[src/core/tsc_consts.svh]
`ifndef TSC_CONSTS_SVH
`define TSC_CONSTS_SVH

// register byte offsets
`define TSC_OFF_CMD      8'h00
`define TSC_OFF_SEL      8'h04
`define TSC_OFF_DBASE    8'h08
`define TSC_OFF_DLIMIT   8'h0C
`define TSC_OFF_DATTR    8'h10
`define TSC_OFF_MCR      8'h14
`define TSC_OFF_PDBR     8'h18
`define TSC_OFF_FLAGS    8'h1C
`define TSC_OFF_TRSEL    8'h20
`define TSC_OFF_TRBASE   8'h24
`define TSC_OFF_TRLIM    8'h28
`define TSC_OFF_RESULT   8'h2C
`define TSC_OFF_STATUS   8'h30

// field positions
`define TSC_FLAG_NT_BIT  14
`define TSC_FLAG_VM_BIT  17
`define TSC_MCR_PE_BIT   0
`define TSC_MCR_MP_BIT   1
`define TSC_MCR_TS_BIT   3
`define TSC_ATTR_T_BIT   8
`define TSC_ATTR_VM_BIT  9
`define TSC_ATTR_NT_BIT  10
`define TSC_PDBR_LSB     12

// descriptor types
`define TSC_TYPE_TSS32   4'h9
`define TSC_TYPE_TSS32B  4'hB
`define TSC_TYPE_TSS16   4'h1
`define TSC_TYPE_TSS16B  4'h3
`define TSC_TYPE_GATE    4'h5

// limits that must be exceeded
`define TSC_MIN_LIM32    32'h0000_0064
`define TSC_MIN_LIM16    32'h0000_002B

// exception vectors
`define TSC_VEC_GP       8'h0D
`define TSC_VEC_NOCOP    8'h07
`define TSC_VEC_DEBUG    8'h01
`define TSC_VEC_BADTSS   8'h0A

// reset values
`define TSC_RST_WORD     32'h0000_0000

`endif

[src/core/tsc_pkg.sv]
package tsc_pkg;

    typedef enum {
        ST_IDLE,
        ST_CHECK,
        ST_SAVE,
        ST_LOAD,
        ST_DONE
    } tsc_state_type;

    typedef enum logic [3:0] {
        CMD_NONE = 4'h0,
        CMD_JMP  = 4'h1,
        CMD_CALL = 4'h2,
        CMD_INT  = 4'h3,
        CMD_INTERRUPT_RETURN = 4'h4,
        CMD_FLAG_POP_INSTR = 4'h5,
        CMD_ESC  = 4'h6,
        CMD_WAIT = 4'h7
    } tsc_cmd_type;

endpackage

[src/core/tsc_top.sv]
// The Avalon-MM register port and the address map were left to the implementer.
`timescale 1ns/1ps
`default_nettype none
`include "tsc_consts.svh"

module tsc_top
    import tsc_pkg::*;
(
    input  wire logic        sys_clk_i,
    input  wire logic        rstn_i,
    input  wire logic [7:0]  avs_address_i,
    input  wire logic        avs_read_i,
    input  wire logic        avs_write_i,
    input  wire logic [31:0] avs_writedata_i,
    input  wire logic [3:0]  avs_byteenable_i,
    output logic      [31:0] avs_readdata_o,
    output logic             avs_waitrequest_o,
    output logic             switch_save_o,
    output logic             switch_load_o,
    output logic             tlb_flush_o,
    output logic             exception_o,
    output logic      [7:0]  exception_vec_o,
    output logic             protected_mode_o,
    output logic             virtual_mode_o
);

    tsc_state_type state_r;
    tsc_state_type state_nxt;
    tsc_cmd_type   cmd_r;
    logic          flag_pop_instr_nt_r;
    logic [15:0]   sel_r;
    logic [31:0]   dbase_r;
    logic [31:0]   dlimit_r;
    logic [31:0]   dattr_r;
    logic          pe_r;
    logic          mp_r;
    logic          ts_r;
    logic [31:12]  pdbr_r;
    logic          nt_r;
    logic          nt_saved_r;
    logic          vm_r;
    logic [15:0]   tr_sel_r;
    logic [31:0]   tr_base_r;
    logic [31:0]   tr_limit_r;
    logic [7:0]    exc_vec_r;
    logic          exc_valid_r;
    logic [3:0]    busy_type_r;
    logic [15:0]   link_sel_r;
    logic [7:0]    switch_cnt_r;

    // bus decode
    wire        req      = avs_read_i | avs_write_i;
    wire        is_cmd   = avs_write_i & (avs_address_i == `TSC_OFF_CMD);
    wire        take     = req & avs_waitrequest_o;
    wire        start    = is_cmd & take & (state_r == ST_IDLE);
    wire        wr_take  = avs_write_i & avs_waitrequest_o & !is_cmd;
    wire        wait_nxt = !((take & !is_cmd) | (state_r == ST_DONE));
    wire [31:0] be_mask  = {{8{avs_byteenable_i[3]}}, {8{avs_byteenable_i[2]}},
                            {8{avs_byteenable_i[1]}}, {8{avs_byteenable_i[0]}}};
    wire        wr_sel   = wr_take & (avs_address_i == `TSC_OFF_SEL);
    wire        wr_dbase = wr_take & (avs_address_i == `TSC_OFF_DBASE);
    wire        wr_dlim  = wr_take & (avs_address_i == `TSC_OFF_DLIMIT);
    wire        wr_dattr = wr_take & (avs_address_i == `TSC_OFF_DATTR);
    wire        wr_mcr   = wr_take & (avs_address_i == `TSC_OFF_MCR);
    wire        wr_pdbr  = wr_take & (avs_address_i == `TSC_OFF_PDBR);

    function automatic logic [31:0] merge(input logic [31:0] old_v, input logic [31:0] new_v,
                                          input logic [31:0] m);
        merge = (old_v & ~m) | (new_v & m);
    endfunction

    wire [31:0] sel_w   = merge({16'h0000, sel_r}, avs_writedata_i, be_mask);
    wire [31:0] mcr_old = {28'h000_0000, ts_r, 1'b0, mp_r, pe_r};
    wire [31:0] mcr_w   = merge(mcr_old, avs_writedata_i, be_mask);
    wire [31:0] pdbr_w  = merge({pdbr_r, 12'h000}, avs_writedata_i, be_mask);

    // descriptor and command decisions
    wire [3:0]  named_type  = dattr_r[3:0];
    wire        named_gate  = named_type == `TSC_TYPE_GATE;
    wire        named_tss   = (named_type == `TSC_TYPE_TSS32) | (named_type == `TSC_TYPE_TSS32B)
                            | (named_type == `TSC_TYPE_TSS16) | (named_type == `TSC_TYPE_TSS16B);
    wire [3:0]  tgt_type    = named_gate ? dattr_r[7:4] : named_type;
    wire        tgt_busy    = (tgt_type == `TSC_TYPE_TSS32B) | (tgt_type == `TSC_TYPE_TSS16B);
    wire        tgt_32      = (tgt_type == `TSC_TYPE_TSS32) | (tgt_type == `TSC_TYPE_TSS32B);
    wire        lim_ok      = tgt_32 ? (dlimit_r > `TSC_MIN_LIM32)
                                     : (dlimit_r > `TSC_MIN_LIM16);
    wire        is_jc       = (cmd_r == CMD_JMP) | (cmd_r == CMD_CALL);
    wire        nests       = (cmd_r == CMD_CALL) | (cmd_r == CMD_INT);
    wire        jc_switch   = is_jc & (named_gate | named_tss);
    wire        int_switch  = (cmd_r == CMD_INT) & named_gate;
    wire        interrupt_return_switch = (cmd_r == CMD_INTERRUPT_RETURN) & nt_r;
    wire        fwd_switch  = jc_switch | int_switch;
    wire        any_switch  = fwd_switch | interrupt_return_switch;
    wire        fault_busy  = fwd_switch & tgt_busy;
    wire        fault_lim   = any_switch & !lim_ok;
    wire        trap_esc    = (cmd_r == CMD_ESC) & ts_r;
    wire        trap_wait   = (cmd_r == CMD_WAIT) & ts_r & mp_r;
    wire        chk_fault   = fault_busy | fault_lim | trap_esc | trap_wait;
    wire [7:0]  chk_vec     = fault_busy ? `TSC_VEC_GP
                            : fault_lim  ? `TSC_VEC_BADTSS : `TSC_VEC_NOCOP;
    wire [15:0] tgt_sel     = interrupt_return_switch ? dattr_r[31:16] : sel_r;
    wire [3:0]  busy_type   = tgt_32 ? `TSC_TYPE_TSS32B : `TSC_TYPE_TSS16B;
    wire        in_check    = state_r == ST_CHECK;
    wire        in_load     = state_r == ST_LOAD;
    wire        flush_now   = wr_pdbr | (in_load & !ts_r);

    // readback
    wire [31:0] flags_rd  = {14'h0000, vm_r, 2'b00, nt_r, 14'h0000};
    wire [31:0] result_rd = {link_sel_r, busy_type_r, 3'b000, exc_valid_r, exc_vec_r};
    wire [31:0] status_rd = {16'h0000, switch_cnt_r, 5'b00000, ts_r, vm_r, pe_r};
    wire [31:0] rd_mux =
        (avs_address_i == `TSC_OFF_SEL)    ? {16'h0000, sel_r} :
        (avs_address_i == `TSC_OFF_DBASE)  ? dbase_r :
        (avs_address_i == `TSC_OFF_DLIMIT) ? dlimit_r :
        (avs_address_i == `TSC_OFF_DATTR)  ? dattr_r :
        (avs_address_i == `TSC_OFF_MCR)    ? mcr_old :
        (avs_address_i == `TSC_OFF_PDBR)   ? {pdbr_r, 12'h000} :
        (avs_address_i == `TSC_OFF_FLAGS)  ? flags_rd :
        (avs_address_i == `TSC_OFF_TRSEL)  ? {16'h0000, tr_sel_r} :
        (avs_address_i == `TSC_OFF_TRBASE) ? tr_base_r :
        (avs_address_i == `TSC_OFF_TRLIM)  ? tr_limit_r :
        (avs_address_i == `TSC_OFF_RESULT) ? result_rd :
        (avs_address_i == `TSC_OFF_STATUS) ? status_rd : `TSC_RST_WORD;

    // sequencer
    always_comb begin
        state_nxt = state_r;
        unique case (state_r)
            ST_IDLE:  state_nxt = start ? ST_CHECK : ST_IDLE;
            ST_CHECK: state_nxt = (any_switch & !chk_fault) ? ST_SAVE : ST_DONE;
            ST_SAVE:  state_nxt = ST_LOAD;
            ST_LOAD:  state_nxt = ST_DONE;
            ST_DONE:  state_nxt = ST_IDLE;
        endcase
    end

    always_ff @(posedge sys_clk_i) begin
        if (!rstn_i) begin
            state_r           <= ST_IDLE;
            avs_waitrequest_o <= 1'b1;
            avs_readdata_o    <= `TSC_RST_WORD;
        end else begin
            state_r           <= state_nxt;
            avs_waitrequest_o <= wait_nxt;
            if (avs_read_i && take) begin
                avs_readdata_o <= rd_mux;
            end
        end
    end

    // software-written descriptor staging
    always_ff @(posedge sys_clk_i) begin
        if (!rstn_i) begin
            cmd_r     <= CMD_NONE;
            flag_pop_instr_nt_r <= 1'b0;
            sel_r     <= 16'h0000;
            dbase_r   <= `TSC_RST_WORD;
            dlimit_r  <= `TSC_RST_WORD;
            dattr_r   <= `TSC_RST_WORD;
            pdbr_r    <= 20'h0_0000;
        end else begin
            if (start) begin
                cmd_r     <= tsc_cmd_type'(avs_writedata_i[3:0]);
                flag_pop_instr_nt_r <= avs_writedata_i[`TSC_FLAG_NT_BIT];
            end
            if (wr_sel) sel_r <= sel_w[15:0];
            if (wr_dbase) dbase_r <= merge(dbase_r, avs_writedata_i, be_mask);
            if (wr_dlim) dlimit_r <= merge(dlimit_r, avs_writedata_i, be_mask);
            if (wr_dattr) dattr_r <= merge(dattr_r, avs_writedata_i, be_mask);
            if (wr_pdbr) pdbr_r <= pdbr_w[31:12];
        end
    end

    // machine control bits
    always_ff @(posedge sys_clk_i) begin
        if (!rstn_i) begin
            pe_r <= 1'b0;
            mp_r <= 1'b0;
            ts_r <= 1'b0;
        end else begin
            if (wr_mcr) begin
                pe_r <= mcr_w[`TSC_MCR_PE_BIT];
                mp_r <= mcr_w[`TSC_MCR_MP_BIT];
            end
            if (in_load) begin
                ts_r <= 1'b1;
            end else if (wr_mcr) begin
                ts_r <= mcr_w[`TSC_MCR_TS_BIT];
            end
        end
    end

    // flags and nested state
    always_ff @(posedge sys_clk_i) begin
        if (!rstn_i) begin
            nt_r       <= 1'b0;
            nt_saved_r <= 1'b0;
            vm_r       <= 1'b0;
        end else if (in_load) begin
            vm_r <= dattr_r[`TSC_ATTR_VM_BIT];
            nt_r <= nests | dattr_r[`TSC_ATTR_NT_BIT];
        end else if (in_check && !chk_fault && !any_switch) begin
            if (cmd_r == CMD_INT) begin
                nt_saved_r <= nt_r;
                nt_r       <= 1'b0;
            end else if (cmd_r == CMD_INTERRUPT_RETURN) begin
                nt_r <= nt_saved_r;
            end else if (cmd_r == CMD_FLAG_POP_INSTR) begin
                nt_r <= flag_pop_instr_nt_r;
            end
        end
    end

    // task pointer and switch bookkeeping
    always_ff @(posedge sys_clk_i) begin
        if (!rstn_i) begin
            tr_sel_r     <= 16'h0000;
            tr_base_r    <= `TSC_RST_WORD;
            tr_limit_r   <= `TSC_RST_WORD;
            busy_type_r  <= 4'h0;
            link_sel_r   <= 16'h0000;
            switch_cnt_r <= 8'h00;
        end else if (in_load) begin
            tr_sel_r     <= tgt_sel;
            tr_base_r    <= dbase_r;
            tr_limit_r   <= dlimit_r;
            busy_type_r  <= interrupt_return_switch ? tgt_type : busy_type;
            link_sel_r   <= nests ? tr_sel_r : 16'h0000;
            switch_cnt_r <= switch_cnt_r + 8'h01;
        end
    end

    // exception reporting, output pulses and registered mode outputs
    always_ff @(posedge sys_clk_i) begin
        if (!rstn_i) begin
            exc_vec_r        <= 8'h00;
            exc_valid_r      <= 1'b0;
            exception_o      <= 1'b0;
            exception_vec_o  <= 8'h00;
            switch_save_o    <= 1'b0;
            switch_load_o    <= 1'b0;
            tlb_flush_o      <= 1'b0;
            protected_mode_o <= 1'b0;
            virtual_mode_o   <= 1'b0;
        end else begin
            exception_o      <= 1'b0;
            switch_save_o    <= state_r == ST_SAVE;
            switch_load_o    <= in_load;
            tlb_flush_o      <= flush_now;
            protected_mode_o <= pe_r;
            virtual_mode_o   <= vm_r;
            if (start) begin
                exc_valid_r <= 1'b0;
            end
            if (in_check && chk_fault) begin
                exc_vec_r       <= chk_vec;
                exc_valid_r     <= 1'b1;
                exception_o     <= 1'b1;
                exception_vec_o <= chk_vec;
            end else if (in_load && dattr_r[`TSC_ATTR_T_BIT]) begin
                exc_vec_r       <= `TSC_VEC_DEBUG;
                exc_valid_r     <= 1'b1;
                exception_o     <= 1'b1;
                exception_vec_o <= `TSC_VEC_DEBUG;
            end
        end
    end
endmodule

`default_nettype wire

[config.mk]
export PLATFORM = sky130hd
export DESIGN_NAME = tsc_top
export DESIGN_NICKNAME = d
export VERILOG_FILES = /design/src/core/tsc_pkg.sv /design/src/core/tsc_top.sv
export VERILOG_INCLUDE_DIRS = /design/src /design/src/core
export SDC_FILE = /design/constraint.sdc
export NUM_CORES = 1
export LEC_CHECK = 0
export BUFFER_PORTS_ARGS = -buffer_cell sky130_fd_sc_hd__buf_2
export CAP_MARGIN = 0
export CORE_MARGIN = 2
export CORE_UTILIZATION = 48
export DETAILED_ROUTE_END_ITERATION = 12
export PLACE_DENSITY_LB_ADDON = 0.15
export SLEW_MARGIN = 10
export SYNTH_ARGS = -nofsm -noshare
export SYNTH_HDL_FRONTEND = slang
export SYNTH_SLANG_ARGS = --single-unit
export TNS_END_PERCENT = 30
[constraint.sdc]
create_clock -name sys_clk_i -period 2 [get_ports sys_clk_i]
set_clock_uncertainty 0.1 [all_clocks]
set_input_delay 0.2 -clock sys_clk_i [delete_from_list [all_inputs] [get_ports sys_clk_i]]
set_output_delay 0.2 -clock sys_clk_i [all_outputs]
set_load 0.01 [all_outputs]
# [Word level (Yosys, flattened, before mapping)]
# Index checks and enable logic that the tools add are counted.
[classes] reduce_logical=21 add_sub_neg=1 n_eq_ne=35 n_mux=37 bitwise=55 magnitude_cmp=2
[ops] cell="two-way mux 32 bit" n=11
[ops] cell="bitwise AND 32 bit" n=5
[ops] cell="case mux 32 bit (5 select lines)" n=1
[ops] cell="bitwise OR 32 bit" n=4
[ops] cell="equality test 32 x 2 -> 1 bit, second input constant" n=3
[ops] cell="equality test 32 x 3 -> 1 bit, second input constant" n=3
[ops] cell="zero test 32 bit" n=2
[ops] cell="two-way mux 16 bit" n=3
[ops] cell="equality test 8 x 6 -> 1 bit, second input constant" n=5
[ops] cell="equality test 32 x 1 -> 1 bit, second input constant" n=1
[ops] cell="equality test 32 x 4 -> 1 bit, second input constant" n=1
[ops] cell="equality test 8 x 5 -> 1 bit, second input constant" n=4
[ops] cell="> comparator 32 x 6 -> 1 bit, second input constant" n=1
[ops] cell="> comparator 32 x 7 -> 1 bit, second input constant" n=1
[ops] cell="inverter 32 bit" n=1
[ops] cell="bitwise AND 1 bit" n=23
[ops] cell="equality test 4 x 3 -> 1 bit, second input constant" n=5
[ops] cell="two-way mux 4 bit" n=5
[ops] cell="bitwise OR 1 bit" n=17
[ops] cell="bitwise AND 16 bit" n=1
[ops] cell="equality test 4 x 2 -> 1 bit, second input constant" n=4
[ops] cell="equality test 4 bit, second input constant" n=4
[ops] cell="equality test 8 x 4 -> 1 bit, second input constant" n=2
[ops] cell="two-way mux 8 bit" n=2
[ops] cell="other kinds (17)" n=42
[totals] word_cells=181 register_bits=331 inputBits=48

# [Longest topological paths before layout]
# Gate-level depths: netlist of run 1.
[logic_depth] ltp_word=17 mapped_depth=9 mapped_depth_nobuf=6

# [Least setup slack after synthesis of run 1]
# OpenSTA, ideal clock, no wires.
[synth_path] path_kind="in2reg" start="in avs_address_i[4]" end="reg avs_readdata_o[16]" t_arrival_ps=2021 path_stages=7 slack_ps=-195 path_buffers=2 required_time_ps=1826 path_cell_list="buf_2 -> or4_1 -> nor3_2 -> buf_2 -> a21oi_1 -> a211o_1 -> a31oi_1"
[synth_via] elab_chain_cells=12 word_cells_on_any_way=22 classes_between="11 x eq/ne; 11 x mux"
[synth_lines] item="from (decl)" line_no="tsc_top.sv:11" source="input wire logic [7:0] avs_address_i,"
[synth_lines] item="equality test 8 x 6 -> 1 bit (no source line)"
[synth_lines] item="two-way mux 32 bit (no source line) (10 in a row)"
[synth_lines] item="two-way mux 32 bit (no source line) *"
[synth_lines] item="to (signal assigned)" line_no="tsc_top.sv:141" source="avs_readdata_o <= `TSC_RST_WORD;"
[synth_lines] item="to (signal assigned)" line_no="tsc_top.sv:146" source="avs_readdata_o <= rd_mux;"
[synth_lines] item="to (decl)" line_no="tsc_top.sv:16" source="output logic [31:0] avs_readdata_o,"
# Mark *: on every way between the ends. The rest lies on a longest branch, timed or not.
# A chain may end at the register's enable or synchronous reset.

==> results of run 1 <==
==> cells in the final DEF, fill, tap and decap left out, types with 7 or more instances in the layout <==
master         count
dlygate4sd3_1     32
mux2i_1           20
nor2b_1           13
o211ai_1          10
a311oi_1          20
o22ai_1            9
clkbuf_16         35
a22oi_1           20
a2111oi_4         13
nor2_2            10
a21oi_1          302
nand3_1           25
a211o_1           16
buf_12            28
a31oi_1           24
nand2_1          373
clkinv_2           8
inv_1             12
and2_1             8
dfxtp_1          296
nor3_1             8
nor2_1           106
clkbuf_1           7
nand2b_1           7
buf_4            199
o21ai_0          173
a221oi_1           9
buf_2             90
==> final cells by class <==
class | count | area, µm²
diodes | 4 | 10.0
flip-flops and latches | 298 | 5970
fillers | 2466 | 10000
well taps | 378 | 473
repair buffers | 349 | 2830
clock buffers | 48 | 985
clock inverters | 12 | 116
multi-input cells | 1290 | 7160
inverters | 13 | 56.3
==> critical path, stage by stage, from the launching register on <==
cell and delay, ps:
dfxtp_4 370, nor4_4 240, buf_4 190, nand4_1 140, buf_4 190, a311oi_2 180, buf_4 170, nand3_4 90
a31o_4 250, a31oi_1 160
==> synth_stat cells (all sizes together), types with 20 or more instances <==
cell type  instances  area, µm²
o21ai            175        876
a21oi            303       1520
dfxtp            298       5970
clkbuf           106        408
a31oi             24        150
a311oi            22        193
nand2            375       1410
nor2             119        468
buf               33        180
nand3             29        145
mux2i             20        200
a22oi             20        150
==> routing by layer <==
metal,vias to the layer above,track usage (%),routed length (µm)
met5,-,0,0
met4,0,12.2,1820
met1,6929,48.8,22200
li1,6664,-,-
met3,122,7.55,5110
met2,799,53.6,22700
==> stage by stage <==
step           power, mW  cells  util, %  area [µm²]  hold slack [ps]
6_report            13.1   2392     63.7       17600             31.7
5_1_grt             13.4   2389     63.7       17600             59.4
3_3_place_gp        6.91   2296     58.0       16000              338
3_5_place_dp        6.91   2296     58.0       16000              341
2_1_floorplan       6.49   1741        -       13700              236
4_1_cts             13.1   2388     63.5       17500             18.8
==> worst paths after layout <==
| kind | slack, ps | to |
|---|---|---|
| setup / recovery | -150 | exc_valid_r |
| hold / removal | 30 | avs_waitrequest_o |
| setup reg to reg | -150 | exc_valid_r |
| hold reg to reg | 350 | busy_type_r[2] |
==> cells by family (layout without fill, tap and decap cells) <==
| family | count (synthesis) | after routing | synth area share (%) |
|---|---|---|---|
| and+or+nand+nor | 610 | 610 | 19.7 |
| other | 1 | 8 | 0.0279 |
| AOI/OAI and AO/OA | 644 | 644 | 28.5 |
| adders and majority gates | 1 | 1 | 0.0932 |
| xor gates and xnor gates | 8 | 8 | 0.522 |
| DFF | 298 | 298 | 44.4 |
| buffers and inverters | 153 | 422 | 4.82 |
| muxes | 23 | 23 | 1.91 |
==> power groups by stage <==
stage	combinational [mW]	clock (mW)	sequential, mW
finish	0.887	6.21	5.98
global route	0.930	6.50	5.97
CTS	0.860	6.26	5.98
detailed placement	0.804	0	6.11
global placement	0.803	0	6.11
floorplan	0.379	0	6.11
==> what timing repair did <==
| action | CTS | global route |
|---|---|---|
| hold buffers | 32 | 0 |
| gates resized for setup | 18 | 11 |
| hold endpoints to repair | 138 | 0 |
| pin swaps | 6 | 0 |
| setup endpoints to repair | 71 | 36 |
==> impl_metrics.csv, run 1 <==
group,metric,value,unit
timing,fin_tns_setup,-750,ps
cts,clockBufferDepth,3,
timing,fin_crit_sh,107,%
status,violations,"negative setup slack",
logic_synthesis,synth_area,13400,µm²
routing,drt_iter0_drc,1720,
global_routing,antenna_found_initial,7,
power,p_leak,6.24,nW
logic_synthesis,yosysWarnings,0,
power,pwr-share-seq,45.7,%
floorplanning,start_util,48.6,%
final_layout,area_delta_synth_final,31.1,%
timing,slew_headroom,64.3,%
cts,insertion_delay,510,ps
cts,cts_root_buf,"clkbuf_16",
cts,tritoncts,"yes",
global_routing,track_usage,35.0,%
routing,wl_per_cell,21.7,µm
hold_path,hold_class,"primary input to register",
global_routing,grt.overflow.total,0,
logic_synthesis,synthCells,1738,
cts,path_clk_slew,60,ps
floorplanning,die_w,171,µm
logic_synthesis,ys_seq_elements,298,
placed_design,dp_worst_setup_slack,-395,ps
logic_synthesis,synth_edf_count,0,
global_routing,grt_start_max_net_pins,62,
power,clockPowerShare,47.5,%
cts,post_cts_buffers,0,
timing,report.final.slew_viol_count,0,
floorplanning,core,27600,µm²
power,cellInternalPower,9.98,mW
worst_setup_path,reg2reg_depth,9,
routing,drc,0,
floorplanning,die-area,29300,µm²
logic_synthesis,synth_top_flop_cell,"dfxtp_1",
worst_setup_path,worstPathRequired,2330,ps
final_layout,drive_above_1_share,21.7,%
placed_design,io_buffer_count,90,
routing,drtAntennaViolNets,0,
routing,via_per_inst,6.07,
timing,layout_setup_ws,-146,ps
floorplanning,die_y,171,µm
worst_setup_path,arrival,2480,ps
timing,max_freq,0.466,GHz
final_layout,nets,2035,
logic_synthesis,synth.distinct_cells,78,
power,combPwrFrac,6.8,%
placed_design,hpwl,37200,µm
placed_design,place.gp.congestion,1.02,
power,power_switching,3.10,mW
logic_synthesis,synthArstFlopShare,0,%
power,ir_worst_vdd,0.575,mV
worst_setup_path,worst_setup_path_start_kind,"register",
cts,clock_sinks,298,
floorplanning,std_cell_rows,61,
worst_setup_path,end_kind,"register",
timing,finalHoldViolCount,0,
logic_synthesis,syn_area_per_cell,7.72,µm²
timing,worst_pin_slew,534,ps
timing,rsz0062_at_grt,"yes",
cts,h-tree-depth,2,
routing,drt-total-wl,51800,µm
floorplanning,ios,95,
global_routing,grt_pass1_vias,13130,
cts,cts-buffers-inserted,34,
routing,vias,14514,
job,max-cap-violations,0,
worst_setup_path,crit_path_max_fanout,3,
routing,dr.pass1.iters,6,
global_routing,grt_pass1_wl,78200,µm
hold_path,hp-start,"avs_write_i",
timing,post-route-min-period,2150,ps
logic_synthesis,yosysSeqAreaShare,44.4,%
worst_setup_path,worst-setup-path-type,"register to register",
hold_path,holdPathStages,4,
status,outcome,"finished, violations left",
power,power_switching_share,23.7,%
timing,setup_viol,8,
power,powerDensity,743,nW/µm²
Note: power is estimated with default switching activity, not from simulation.
==> inputs of run 2 (changes only) <==
--- a/config.mk
+++ b/config.mk
@@ -6,7 +6,7 @@
 export SDC_FILE = /design/constraint.sdc
 export NUM_CORES = 1
 export LEC_CHECK = 0
-export BUFFER_PORTS_ARGS = -buffer_cell sky130_fd_sc_hd__buf_2
+export BUFFER_PORTS_ARGS = -buffer_cell sky130_fd_sc_hd__buf_4
 export CAP_MARGIN = 0
 export CORE_MARGIN = 2
 export CORE_UTILIZATION = 48
==> run 2 against run 1 <==
Against the previous run: the run still ends with negative setup slack left; routed wire length increased by 1.7%; power rose by 5.6%; non-clock buffer count rose by 1; combinational power is 4.6% higher; via count about the same; clock power increased by 11%; critical path depth did not move; critical path type unchanged.
==> impl_metrics.csv, run 2 (synthesis results as in run 1) <==
group,metric,value,unit
routing,vias,14520,
final_layout,drive_above_1_share,21.7,%
placed_design,hpwl,37800,µm
floorplanning,die_w,171,µm
power,combPwrFrac,6.7,%
routing,drtAntennaViolNets,0,
floorplanning,die-area,29300,µm²
power,power_switching_share,22.6,%
worst_setup_path,worst-setup-path-type,"register to register",
global_routing,grt_pass1_vias,13493,
cts,clockBufferDepth,3,
routing,via_per_inst,6.08,
worst_setup_path,timing.rr.end,"exc_vec_r[3]",
cts,path_clk_slew,60,ps
worst_setup_path,rrSetupSlack,-120,ps
final_layout,fin_util,64.9,%
final_layout,fillers,2491,
cts,h-tree-depth,2,
final_layout,diodes,0,
routing,dr.pass1.iters,5,
worst_setup_path,crit_path_max_fanout,3,
final_layout,final_common_cell,"nand2_1",
routing,drt-total-wl,52700,µm
hold_path,holdPathStages,5,
final_layout,seq_area,5970,µm²
final_layout,multi_input_area,7150,µm²
power,cellInternalPower,10.7,mW
global_routing,track_usage,35.8,%
worst_setup_path,critPathBufInv,4,
cts,tritoncts,"yes",
global_routing,grt_pass1_wl,80300,µm
timing,slew_headroom,62.9,%
timing,report.final.slew_viol_count,0,
worst_setup_path,path_delay_family,"buffers and inverters",
cts,cts-buffers-inserted,34,
power,p_total,13.8,mW
worst_setup_path,end_kind,"register",
floorplanning,core,27600,µm²
floorplanning,start_util,48.6,%
power,power_switching,3.12,mW
floorplanning,die_y,171,µm
cts,clock_sinks,298,
global_routing,antenna_found_initial,1,
worst_setup_path,crit_chain,"nor4_2, buf_4, nand4_1, buf_4, a311oi_2, buf_4, nand3_4, buf_6, a311oi_2",
routing,wl_per_cell,22.0,µm
timing,worst_pin_slew,556,ps
power,clockPowerShare,50.0,%
routing,drt_iter0_drc,1654,
final_layout,area_delta_synth_final,33.6,%
status,violations,"negative setup slack",
worst_setup_path,arrival,2430,ps
status,outcome,"finished, violations left",
hold_path,hold_end,"avs_waitrequest_o",
final_layout,final_cell_mix,"nand2_1 (374), a21oi_1 (302), dfxtp_1 (295)",
floorplanning,ios,95,
job,max-cap-violations,0,
hold_path,hold_class,"primary input to register",
worst_setup_path,reg2reg_depth,9,
global_routing,grt.overflow.total,0,
hold_path,hp-start,"avs_read_i",
timing,max_freq,0.473,GHz
worst_setup_path,critical_path.max_stage_delay,340,ps
worst_setup_path,slowest_stage,"dfxtp_2",
timing,setup_viol,7,
power,pwr-share-seq,43.3,%
timing,fin_crit_sh,106,%
floorplanning,std_cell_rows,61,
cts,cts_root_buf,"clkbuf_16",
timing,rsz0062_at_grt,"yes",
worst_setup_path,worstPathRequired,2310,ps
worst_setup_path,worst_setup_path_start_kind,"register",
power,powerDensity,770,nW/µm²
power,p_leak,6.33,nW
placed_design,place.gp.congestion,1.02,
timing,layout_setup_ws,-116,ps
final_layout,nets,2036,
power,ir_worst_vdd,0.870,mV
timing,post-route-min-period,2120,ps
routing,drc,0,
placed_design,io_buffer_count,90,
timing,finalHoldViolCount,0,
global_routing,grt_start_max_net_pins,83,
worst_setup_path,path_common_cell,"buf_4",
cts,insertion_delay,510,ps
[run 2: cell types whose count changed in the layout (fill, tap and decap cells not counted), moves of 3 or more]
cell       previous run  this run
buf_12               28        25
buf_2                90         0
buf_4               199       290
bufinv_16             2         5
clkbuf_1              7         4
clkbuf_8              6        10
clkinv_2              8         3
diode_2               4         0
nor2_1              106       109
[run 2: worst max path at each step]
stage                     slack (ps)        startpoint                 end  cells after the start
after floorplan                  -90  avs_address_i[6]  avs_readdata_o[14]                      8
after global placement          -350  avs_address_i[6]            register                      6
after detailed placement        -420  avs_address_i[6]   avs_readdata_o[2]                      9
after CTS                       -120          register         exc_valid_r                      9
after global routing            -240          register         exc_valid_r                      9
final                           -120          register        exc_vec_r[3]                      9
[run 2: final cells by class]
type                            count  share of cell area [%]
Clock buffer                       51                    6.01
Inverter                           13                   0.314
Multi-Input combinational cell   1290                    39.9
Clock inverter                      9                   0.963
Tap cell                          378                    2.64
Timing Repair Buffer              350                    16.9
Sequential cell                   298                    33.3
[run 2: power by group through the flow]
stage               Sequential (mW)  Clock, mW  Combinational, mW
floorplan                      6.11          0              0.379
global placement               6.11          0              0.845
detailed placement             6.11          0              0.846
CTS                            5.98       6.95              0.902
global route                   5.98       7.18              0.976
finish                         5.98       6.90              0.928
[run 2: worst register-to-register path, cell delays in order (launching register included)]
cell and delay [ps]:
dfxtp_2 340, nor4_2 240, buf_4 190, nand4_1 130, buf_4 180, a311oi_2 190, buf_4 170, nand3_4 90
buf_6 150, a311oi_2 240
[run 2: stage by stage]
step | worst slack, ps | area [µm²] | setup TNS (ps) | hold slack [ps] | std cells
global placement | -346 | 16200 | -35630 | 343 | 2294
floorplan | -88.9 | 13700 | -2870 | 236 | 1741
detailed placement | -417 | 16200 | -45140 | 344 | 2294
finish | -116 | 17900 | -605 | 67.7 | 2389
global route | -240 | 17900 | -1420 | 110 | 2389
CTS | -118 | 17800 | -530 | 58.2 | 2388
[run 2: repair_timing]
| action | CTS | global route |
|---|---|---|
| buffers inserted | 0 | 1 |
| pin swaps | 6 | 4 |
| endpoints found under the setup margin | 13 | 30 |
| hold endpoints to repair | 142 | 0 |
| hold buffers | 34 | 0 |
| resized for setup | 11 | 15 |
[run 2: per-layer routing]
layer	global-route usage (%)	vias to the layer above	routed length, µm	share of wire (%)
li1	-	6658	-	-
met1	51.3	6987	22600	43
met2	53.5	745	22700	43
met3	6.40	128	5270	10
met4	14.0	2	2140	4.1
met5	0	-	13	0.025
